[config.mk]
export PLATFORM = sky130hd
export DESIGN_NAME = keypad_i2c_slave
export DESIGN_NICKNAME = d
export VERILOG_FILES = /design/src/core/keypad_i2c_pkg.sv /design/src/core/pin_sync.sv /design/src/core/keypad_i2c_slave.sv
export SDC_FILE = /design/constraint.sdc
export NUM_CORES = 1
export LEC_CHECK = 0
export ABC_AREA = 1
export ABC_CLOCK_PERIOD_IN_PS = 2130
export BUFFER_PORTS_ARGS = -buffer_cell sky130_fd_sc_hd__buf_2
export CAP_MARGIN = 20
export CORE_ASPECT_RATIO = 0.9
export CORE_MARGIN = 3
export CORE_UTILIZATION = 53
export DETAILED_ROUTE_END_ITERATION = 10
export GPL_TIMING_DRIVEN = 1
export HOLD_SLACK_MARGIN = 0.12
export PLACE_DENSITY_LB_ADDON = 0.15
export SYNTH_ARGS = -nofsm -noshare
export SYNTH_HDL_FRONTEND = slang
export SYNTH_SLANG_ARGS = --single-unit
[constraint.sdc]
create_clock -name clk -period 2.13 [get_ports clk]
set_input_delay 0.3195 -clock clk [delete_from_list [all_inputs] [get_ports clk]]
set_output_delay 0.3195 -clock clk [all_outputs]
set_load 0.02 [all_outputs]
[src/core/keypad_i2c_pkg.sv]
package keypad_i2c_pkg;

  // Fixed upper slave address bits
  localparam logic [3:0] ADDR_HIGH = 4'h7;

  // Pointer values with special increment behaviour
  localparam logic [7:0] POINTER_RESET = 8'h00;
  localparam logic [7:0] PTR_FIFO = 8'h00;
  localparam logic [7:0] PTR_KEY_FIRST = 8'h01;
  localparam logic [7:0] PTR_KEY_LAST = 8'h05;
  localparam logic [7:0] PTR_AUTOSHUT = 8'h06;
  localparam logic [7:0] PTR_GPIO_FIRST = 8'h40;
  localparam logic [7:0] PTR_GPIO_LAST = 8'h5f;

  // Soft reset locations and bits
  localparam logic [7:0] PTR_CONFIG = 8'h01;
  localparam logic [7:0] PTR_GPIO_CONFIG = 8'h40;
  localparam int KEY_RESET_BIT = 7;
  localparam int GPIO_RESET_BIT = 4;

  // Bit counter positions within a nine-clock byte
  localparam logic [3:0] BIT_ACK = 4'h8;
  localparam logic [3:0] BIT_DONE = 4'h9;

  // Bus timeout: least time, rounded up to whole clock cycles
  localparam int CLK_KHZ = 25000;
  localparam int TIMEOUT_US = 20000;
  localparam int TIMEOUT_CYCLES = (TIMEOUT_US * CLK_KHZ + 999) / 1000;

  // Synchroniser depth for pin inputs
  localparam int SYNC_STAGES = 3;

  typedef enum logic [2:0] {
    ST_IDLE,
    ST_ADDR,
    ST_CMD,
    ST_WDATA,
    ST_RDATA
  } phase_t;

  function automatic logic [7:0] nextPointer(input logic [7:0] ptr);
    logic [7:0] res;
    res = ptr;
    if (ptr == PTR_FIFO || ptr == PTR_AUTOSHUT) begin
      res = PTR_FIFO;
    end else if ((ptr >= PTR_KEY_FIRST && ptr <= PTR_KEY_LAST) ||
                 (ptr >= PTR_GPIO_FIRST && ptr <= PTR_GPIO_LAST)) begin
      res = ptr + 8'h01;
    end
    return res;
  endfunction : nextPointer

  // Select code: 0 ground, 1 supply, 2 data line, 3 clock line
  function automatic logic [6:0] ownAddress(input logic [1:0] sel);
    return {ADDR_HIGH, sel, 1'b0};
  endfunction : ownAddress

endpackage : keypad_i2c_pkg

[src/core/pin_sync.sv]
`timescale 1ns/10ps
module pin_sync
  import keypad_i2c_pkg::*;
#(
  parameter int WIDTH = 1
) (
  input wire logic clk,
  input wire logic rstn,
  input wire logic [WIDTH-1:0] din,
  output logic [WIDTH-1:0] dout
);

  typedef struct packed {
    logic [WIDTH-1:0] stage1;
    logic [WIDTH-1:0] stage2;
    logic [WIDTH-1:0] stage3;
    logic [WIDTH-1:0] level;
  } sync_t;

  sync_t s_reg;
  sync_t s_next;

  generate
    if (WIDTH < 1) begin : g_bad_width
      $error("pin_sync width must be at least one");
    end
  endgenerate

  // A change is taken only once the last two stages agree
  always_comb begin
    s_next = s_reg;
    s_next.stage1 = din;
    s_next.stage2 = s_reg.stage1;
    s_next.stage3 = s_reg.stage2;
    for (int i = 0; i < WIDTH; i++) begin
      if (s_reg.stage2[i] == s_reg.stage3[i]) begin
        s_next.level[i] = s_reg.stage3[i];
      end
    end
  end

  // Idle bus lines sit high, so reset to high avoids a false edge
  always_ff @(posedge clk or negedge rstn) begin
    if (!rstn) begin
      s_reg <= '1;
    end else begin
      s_reg <= s_next;
    end
  end

  assign dout = s_reg.level;

endmodule : pin_sync

[src/core/keypad_i2c_slave.sv]
// Overview of operation
// - Transfer: START, 7-bit address plus direction, pointer byte, data, STOP.
// - START is SDA falling, STOP SDA rising, both while SCL high.
// - SCL is input only; SDA is driven only as open-drain pull-down.
// - Device acknowledges received bytes by holding SDA low on ninth clock.
// - Address is 0111 then select-pin code: 000, 010, 100, 110.
// - Eighth bit after START is direction: zero write, one read.
// - Device watches for START plus own address and acknowledges it.
// - SCL low beyond 20ms aborts the transfer and releases SDA.
// - After timeout abort, ignore the bus until a new START.
// - Software can switch the bus timeout on and off.
// - First write byte becomes the pointer; STOP then changes nothing else.
// - First data byte goes to pointer register, later ones follow increments.
// - Reads start at the retained pointer and advance per byte.
// - Pointer 0x00 stays, 0x06 wraps to 0x00, 0x01-0x05, 0x40-0x5F increment.
// - Writing D7 at 0x01 resets only the key-scan state.
// - Writing D4 at 0x40 resets the GPIO logic.
`timescale 1ns/10ps
module keypad_i2c_slave
  import keypad_i2c_pkg::*;
#(
  parameter int TIMEOUT_LIMIT = TIMEOUT_CYCLES
) (
  input wire logic clk,
  input wire logic resetn,
  input wire logic sclIn,
  input wire logic sdaIn,
  output logic sdaOut,
  output logic sdaOe,
  input wire logic [1:0] addressSelectPin,
  input wire logic timeoutEnable,
  output logic [7:0] regAddr,
  output logic [7:0] regWrData,
  output logic regWrite,
  output logic regRead,
  input wire logic [7:0] regRdData,
  output logic keyScanReset,
  output logic gpioReset,
  output logic busTimeout
);

  localparam int TW = $clog2(TIMEOUT_LIMIT + 1);

  generate
    if (TIMEOUT_LIMIT < 1) begin : g_bad_timeout
      $error("TIMEOUT_LIMIT must be at least one cycle");
    end
  endgenerate

  typedef struct packed {
    phase_t phase;
    logic [3:0] bitCnt;
    logic [7:0] shift;
    logic [7:0] pointer;
    logic [7:0] wrData;
    logic isRead;
    logic sdaOe;
    logic wrStrobe;
    logic rdStrobe;
    logic keyReset;
    logic gpioReset;
    logic timedOut;
    logic [TW-1:0] lowCnt;
    logic sclPrev;
    logic sdaPrev;
  } state_t;

  state_t s_reg;
  state_t s_next;
  logic [1:0] rstPipe;
  logic rstn;
  logic [3:0] pinLevels;
  logic scl;
  logic sda;
  logic [1:0] addrSel;
  logic sclRise;
  logic sclFall;
  logic startSeen;
  logic stopSeen;
  logic addrMatch;
  logic lowLimit;

  // Reset is released through two flops; assertion stays asynchronous
  always_ff @(posedge clk or negedge resetn) begin
    if (!resetn) begin
      rstPipe <= 2'h0;
    end else begin
      rstPipe <= {rstPipe[0], 1'b1};
    end
  end
  assign rstn = rstPipe[1];

  pin_sync #(
    .WIDTH(4)
  ) u_sync (
    .clk(clk),
    .rstn(rstn),
    .din({sclIn, sdaIn, addressSelectPin}),
    .dout(pinLevels)
  );

  assign scl = pinLevels[3];
  assign sda = pinLevels[2];
  assign addrSel = pinLevels[1:0];

  assign sclRise = scl && !s_reg.sclPrev;
  assign sclFall = !scl && s_reg.sclPrev;
  assign startSeen = scl && s_reg.sclPrev && s_reg.sdaPrev && !sda;
  assign stopSeen = scl && s_reg.sclPrev && !s_reg.sdaPrev && sda;
  assign addrMatch = s_reg.shift[7:1] == ownAddress(addrSel);
  assign lowLimit = s_reg.lowCnt == TW'(TIMEOUT_LIMIT - 1);

  always_comb begin
    s_next = s_reg;
    s_next.sclPrev = scl;
    s_next.sdaPrev = sda;
    s_next.wrStrobe = 1'b0;
    s_next.rdStrobe = 1'b0;
    s_next.keyReset = 1'b0;
    s_next.gpioReset = 1'b0;
    s_next.timedOut = 1'b0;
    // Read data is taken at the edge that ends the read strobe
    if (s_reg.rdStrobe) begin
      s_next.shift = regRdData;
    end
    // Pointer moves only after the written byte has been handed over
    if (s_reg.wrStrobe) begin
      s_next.pointer = nextPointer(s_reg.pointer);
      s_next.keyReset = s_reg.pointer == PTR_CONFIG &&
                        s_reg.wrData[KEY_RESET_BIT];
      s_next.gpioReset = s_reg.pointer == PTR_GPIO_CONFIG &&
                         s_reg.wrData[GPIO_RESET_BIT];
    end
    if (timeoutEnable && s_reg.phase != ST_IDLE && !scl) begin
      s_next.lowCnt = s_reg.lowCnt + 1'b1;
    end else begin
      s_next.lowCnt = '0;
    end
    if (startSeen) begin
      // Repeated START also lands here, keeping the pointer
      s_next.phase = ST_ADDR;
      s_next.bitCnt = 4'h0;
      s_next.sdaOe = 1'b0;
      s_next.lowCnt = '0;
    end else if (stopSeen) begin
      s_next.phase = ST_IDLE;
      s_next.bitCnt = 4'h0;
      s_next.sdaOe = 1'b0;
    end else if (timeoutEnable && s_reg.phase != ST_IDLE && lowLimit) begin
      s_next.phase = ST_IDLE;
      s_next.bitCnt = 4'h0;
      s_next.sdaOe = 1'b0;
      s_next.timedOut = 1'b1;
      s_next.lowCnt = '0;
    end else if (sclRise) begin
      case (s_reg.phase)
        ST_ADDR, ST_CMD, ST_WDATA, ST_RDATA: begin
          if (s_reg.bitCnt < BIT_ACK) begin
            // Sample on the rising edge; master keeps data stable
            s_next.shift = {s_reg.shift[6:0],
                            s_reg.phase == ST_RDATA ? 1'b0 : sda};
            s_next.bitCnt = s_reg.bitCnt + 4'h1;
          end else if (s_reg.phase == ST_RDATA &&
                       s_reg.bitCnt == BIT_ACK) begin
            s_next.pointer = nextPointer(s_reg.pointer);
            if (sda) begin
              s_next.phase = ST_IDLE;
              s_next.bitCnt = 4'h0;
            end else begin
              s_next.rdStrobe = 1'b1;
              s_next.bitCnt = BIT_DONE;
            end
          end
        end
        default: begin
        end
      endcase
    end else if (sclFall) begin
      case (s_reg.phase)
        ST_ADDR, ST_CMD, ST_WDATA: begin
          if (s_reg.bitCnt == BIT_ACK) begin
            s_next.bitCnt = BIT_DONE;
            s_next.sdaOe = 1'b1;
            if (s_reg.phase == ST_ADDR) begin
              if (addrMatch) begin
                s_next.isRead = s_reg.shift[0];
                s_next.rdStrobe = s_reg.shift[0];
              end else begin
                s_next.phase = ST_IDLE;
                s_next.bitCnt = 4'h0;
                s_next.sdaOe = 1'b0;
              end
            end else if (s_reg.phase == ST_CMD) begin
              s_next.pointer = s_reg.shift;
            end else begin
              s_next.wrStrobe = 1'b1;
              s_next.wrData = s_reg.shift;
            end
          end else if (s_reg.bitCnt == BIT_DONE) begin
            s_next.bitCnt = 4'h0;
            s_next.sdaOe = 1'b0;
            if (s_reg.phase == ST_ADDR) begin
              if (s_reg.isRead) begin
                s_next.phase = ST_RDATA;
                s_next.sdaOe = !s_reg.shift[7];
              end else begin
                s_next.phase = ST_CMD;
              end
            end else begin
              s_next.phase = ST_WDATA;
            end
          end
        end
        ST_RDATA: begin
          if (s_reg.bitCnt == BIT_ACK) begin
            s_next.sdaOe = 1'b0;
          end else begin
            if (s_reg.bitCnt == BIT_DONE) begin
              s_next.bitCnt = 4'h0;
            end
            s_next.sdaOe = !s_reg.shift[7];
          end
        end
        default: begin
        end
      endcase
    end
  end

  always_ff @(posedge clk or negedge rstn) begin
    if (!rstn) begin
      s_reg <= '0;
    end else begin
      s_reg <= s_next;
    end
  end

  // Only a pull-down is ever driven; there is no clock output at all
  assign sdaOut = 1'b0;
  assign sdaOe = s_reg.sdaOe;
  assign regAddr = s_reg.pointer;
  assign regWrData = s_reg.wrData;
  assign regWrite = s_reg.wrStrobe;
  assign regRead = s_reg.rdStrobe;
  assign keyScanReset = s_reg.keyReset;
  assign gpioReset = s_reg.gpioReset;
  assign busTimeout = s_reg.timedOut;
endmodule : keypad_i2c_slave

==> results of run 1 <==
==> cell families (layout without fill, tap and decap cells) <==
kind of cell	after synthesis	in the layout	share of synthesized area (%)
flops	77	77	44.8
other cells	2	2	0.173
compound gates	75	75	10.7
simple gates	256	256	27.5
xor+xnor	13	13	2.62
buf+inv	94	140	10.1
fa+ha+maj	15	15	4.09
==> repair_timing <==
action | CTS | global route
resized for setup | 1 | 11
pin swaps | 0 | 1
hold endpoints to repair | 6 | 0
hold buffers | 5 | 0
buffers inserted | 0 | 6
setup endpoints to repair | 1 | 18
==> worst min-delay path by stage <==
| stage | from | to | slack [ns] | cells past startpoint |
|---|---|---|---|---|
| floorplan | resetn | rstPipe[0] | 0.02 | 0 |
| global placement | resetn | rstPipe[0] | 0.10 | 1 |
| detailed placement | resetn | rstPipe[0] | 0.11 | 1 |
| CTS | rstPipe[1] | regWrData[3] | 0.18 | 0 |
| global route | rstPipe[1] | regWrData[3] | 0.19 | 0 |
| finish | rstPipe[1] | regWrData[3] | 0.17 | 0 |
==> layer usage <==
layer / track usage (%) / vias up / wire length [um]
li1: - / 1803 / -
met1: 32.0 / 1677 / 4670
met2: 30.7 / 83 / 4020
met3: 4.79 / 16 / 434
met4: 6.87 / 0 / 167
met5: 0 / - / 0
==> area by class of cell <==
type | count | area (sq um)
Fill cell | 715 | 2910
Multi-Input combinational cell | 361 | 1990
Sequential cell | 77 | 1950
Timing Repair Buffer | 57 | 375
Inverter | 67 | 254
Clock buffer | 10 | 128
Tap cell | 96 | 120
Clock inverter | 6 | 41.3
==> cells in the final DEF, fill, tap and decap left out, types with 10 or more instances in the layout <==
master / n
o21ai_2: 16
nand3_1: 37
dfstp_2: 16
inv_1: 56
nor2_1: 47
nor3_1: 14
nand4_1: 15
a21oi_1: 10
buf_4: 14
nand2_1: 114
ha_1: 10
inv_2: 10
dfrtp_1: 59
o21ai_0: 29
buf_2: 36
==> stage by stage <==
stage,setup WS [ns],cell area (sq um),cells
after detailed placement,-0.0275,4560,647
final,0.165,4860,674
after CTS,0.0370,4780,668
after global placement,0.0186,4560,647
after floorplan,0.352,4350,532
after global routing,-0.0154,4860,674
==> power by group <==
part	leakage, nW	total [W]	switching (W)	internal (W)
clock network	0.0783	0.000959	0.000538	0.000420
registers	0.979	0.00196	0.000247	0.00171
logic	1.25	0.00196	0.00127	0.000687
==> summary.md, run 1 <==
| Metric | Value |
|---|---|
| Crit-path max FO | `6` |
| CTS Sinks | `77` |
| Seq/Total Area, Yosys | `44.8%` |
| Starting Density | `55.9%` |
| Most used DFF post-synth | `dfrtp_1` |
| Total GRT Usage | `21.4%` |
| Critical path's largest stage delay | `0.44 ns` |
| CTS tree | `done` |
| Leakage | `2.30 nW` |
| Pins Over Slew Limit | `0` |
| Post-Route WL | `9.29 mm` |
| Fin crit share | `92.3%` |
| Max_cap viols | `0` |
| Critical path buffers and inverters | `4` |
| Post-layout util | `62.6%` |
| Most frequent cell after synthesis | `nand2_1` |
| Initial antenna violation count | `0` |
| CP Capture Type | `flip-flop` |
| Vias in the first global route | `3322` |
| Mapped Cells | `532` |
| Critical Path Start | `s_reg[52]` |
| NumNets Final | `599` |
| Post-synth top area share | `35.1%` |
| Top-level port count | `38` |
| VDD IR max | `502 uV` |
| Worst-path clk slew | `0.09 ns` |
| Die width | `101 um` |
| ANT cells | `0` |
| F_max | `509 MHz` |
| Worst r2r src | `s_reg[52]` |
| Skew-Pair Late Insertion Delay | `0.35 ns` |
| Most used cell, CP | `inv_2` |
| Setup crit end | `regAddr[1]` |
| Cells on worst reg2reg path | `11` |
| Share of cells above drive strength 1 | `23.5%` |
| Final Hold Fails | `0` |
| Placeable Area | `0.00777 sq mm` |
| Num rows | `30` |
| Critical Path RT | `2.35 ns` |
| Max Buffers Root-to-Sink | `2` |
| Yosys reg bits | `77` |
| Largest net degree at the start of global routing | `63` |
| Post-synth EDFFs | `0` |
| Post-route ant nets | `0` |
| Status | `finished, final reports clean` |
| FF-to-FF End | `regAddr[1]` |
| PwrDens | `1000 mW/mm^2` |
| Startpoint types | `flip-flop` |
| Post-Syn Area | `0.00435 sq mm` |
| First-pass GRT wire length | `15.8 mm` |
| Yosys Warn Count | `0` |
| Largest delay share family, worst path | `simple AND/OR/NAND/NOR gates` |
| Cts bufs inserted | `9` |
| Synthesized net count | `558` |
| Drt first pass iters | `4` |
| Most common library cells after synthesis | `nand2_1 (116), dfrtp_1 (61), inv_1 (58)` |
| Initial DRC Count | `177` |
| DR vias | `3579` |
| Flop2flop setup slack | `0.16 ns` |
| WS Path Type | `reg -> reg` |
| Vias per Instance | `5.31` |
| Grt ovf | `0` |
| Area leader, netlist | `dfrtp_1` |
| Die Height | `91.9 um` |
| Max reg flops | `37` |
| HPWL Detailed | `6.88 mm` |
| Critical-path cell list | `inv_2 > ha_4 > nand3_4 > inv_2 > nand2_2 > nor3_4 > inv_2 > nor2_2 > inv_2 > o21ai_1 > a21oi_1` |
| Gpl congestion | `0.869` |
| Routed len/inst | `13.8 um` |
| Final setup violation count | `0` |
| Distinct cell type count after synthesis | `39` |
| Stages on worst setup path | `11` |
| Root buffer cell | `clkbuf_8` |
| Tmin final | `1.97 ns` |
| H-Tree Depth | `3` |
| Die area | `0.00933 sq mm` |
| WP data arrival | `2.19 ns` |
| Design Power | `0.00488 W` |
| Port bufs | `36` |
| Syn avg cell area | `8.17 sq um` |
| Clk_skew | `0.0118 ns` |
| DRC violations left | `0` |
| Setup TNS | `0 ns` |
| Min-Delay Path Class | `reg -> async` |
| Synth top area cells | `dfrtp_1 (35%), nand2_1 (10%), dfstp_2 (9.7%)` |
| Syn-to-layout area delta | `11.9%` |
| CP max stage cell | `dfrtp_1` |
| FFs w/ async S/R, synth | `100%` |
| Post-Route Hold Slack | `0.172 ns` |
No activity file was read; power rests on OpenSTA's default activity.
==> run 2: changes to the inputs <==
ABC_CLOCK_PERIOD_IN_PS = 2000   (was 2130)
clock period = 2 ns   (was 2.13 ns; I/O delays follow)
==> summary.md, run 2 (synthesis gave the netlist of run 1 again) <==
| Metric | Value |
|---|---|
| Fin worst setup slack | `0.0493 ns` |
| Max Buffers Root-to-Sink | `2` |
| Vias per Instance | `5.45` |
| CTS Sinks | `77` |
| Post-Route Hold Slack | `0.264 ns` |
| Clk_skew | `0.00477 ns` |
| Initial DRC Count | `268` |
| Tmin final | `1.95 ns` |
| Syn-to-layout area delta | `18.5%` |
| ANT cells | `0` |
| Final setup violation count | `0` |
| Share of cells above drive strength 1 | `28.6%` |
| Critical Path RT | `2.28 ns` |
| DR vias | `3799` |
| Slew headroom | `59.7%` |
| Cts bufs inserted | `9` |
| HPWL Detailed | `7.08 mm` |
| Design Power | `0.00556 W` |
| Slew at the pin with the worst max-slew slack | `0.601 ns` |
| Critical-path cell list | `ha_2 > nand2_2 > nor2_4 > nand2_1 > nor2_4 > nand2_4 > nand3_4 > nor2_4 > buf_12 > nand3_4 > o21ai_2` |
| Placeable Area | `0.00777 sq mm` |
| DRC violations left | `0` |
| Min-Delay Path Class | `in -> async` |
| Starting Density | `55.9%` |
| Max reg flops | `37` |
| VDD IR max | `738 uV` |
| Status | `finished, final reports clean` |
| Total GRT Usage | `21.7%` |
| Worst-path clk slew | `0.08 ns` |
| Die Height | `91.9 um` |
| Root buffer cell | `clkbuf_8` |
| PwrDens | `1080 mW/mm^2` |
| Die width | `101 um` |
| Critical path's largest stage delay | `0.42 ns` |
| Vias in the first global route | `3589` |
| Critical path buffers and inverters | `1` |
| CTS tree | `done` |
| Grt ovf | `0` |
| Fillers | `646` |
| Die area | `0.00933 sq mm` |
| Most frequent cells in the layout | `nand2_1 (112), dfrtp_1 (60), inv_1 (54)` |
| Most common cell after layout, fill and taps aside | `nand2_1` |
| Post-Route WL | `9.96 mm` |
| F_max | `513 MHz` |
| Gpl congestion | `0.977` |
| Pins Over Slew Limit | `0` |
| Final Hold Fails | `0` |
| Leakage | `2.45 nW` |
| Skew-Pair Late Insertion Delay | `0.35 ns` |
| H-Tree Depth | `3` |
| Num rows | `30` |
| Post-route ant nets | `0` |
| WS Path Type | `reg -> reg` |
| Startpoint types | `flip-flop` |
| Max_cap viols | `0` |
| First-pass GRT wire length | `16.2 mm` |
| Top-level port count | `38` |
| Port bufs | `36` |
| Crit-path max FO | `8` |
| Placement Setup Slack | `0.0545 ns` |
| Routed len/inst | `14.3 um` |
| NumNets Final | `622` |
| Drt first pass iters | `8` |
| Largest net degree at the start of global routing | `39` |
| Fin crit share | `97.5%` |
| CP max stage cell | `dfrtp_1` |
| Initial antenna violation count | `0` |
| Largest delay share family, worst path | `simple AND/OR/NAND/NOR gates` |
| Most used cell, CP | `nor2_4` |
| CP Capture Type | `flip-flop` |
| WP data arrival | `2.23 ns` |
| Post-layout util | `66.3%` |
-- run 2: changes by cell type in the layout (fill, tap and decap cells not counted), moves of 3 or more --
| cell | delta |
|---|---|
| buf_4 | +20 |
| ha_2 | +3 |
| nand3_1 | -3 |
| nand3_2 | +4 |
| nor2_4 | +4 |
| nor3_1 | -3 |
-- run 2: worst paths after layout --
path,start,endpoint,slack (ns),cells after the start
worst min register to register,rstPipe[1],s_reg[58],0.30,0
min in group clk,regRdData[7],s_reg[51],0.27,5
worst max register to register,s_reg[2],regWrData[0],0.05,11
worst min-delay path,resetn,rstPipe[1],0.26,2
worst max-delay path,s_reg[2],regWrData[0],0.05,11
max in group asynchronous,rstPipe[1],u_sync.s_next[11],1.08,1
-- run 2: metrics by stage --
step	TNS (ns)	instance area, sq um	std cells
2_1_floorplan	0	4350	532
3_3_place_gp	0	4680	663
3_5_place_dp	0	4680	663
4_1_cts	0	4920	684
5_1_grt	-0.209	5150	697
6_report	0	5150	697
-- run 2: routing by layer --
| layer | routed length [um] | GRT usage [%] |
|---|---|---|
| met3 | 521 | 4.33 |
| met5 | 0 | 0 |
| met4 | 223 | 9.08 |
| met1 | 4790 | 31.7 |
| met2 | 4430 | 31.4 |
-- run 2: power breakdown --
| group | internal [W] | switching, W |
|---|---|---|
| registers | 0.00182 | 0.000231 |
| clock network | 0.000574 | 0.000578 |
| logic | 0.000879 | 0.00147 |
-- run 2: area by class of cell --
type	count	area (sq um)	area share, %
tap	96	120	2.33
clock buffer	10	128	2.48
multi-input combinational	363	2090	40.5
inverter	67	256	4.98
sequential	77	1950	37.9
timing repair buffer	78	546	10.6
clock inverter	6	63.8	1.24
-- run 2: repair_timing --
action	4_1_cts	5_1_grt
endpoints found under the setup margin	0	37
setup buffers	0	11
resized for setup	0	33
hold buffers	5	0
hold endpoints to repair	6	0
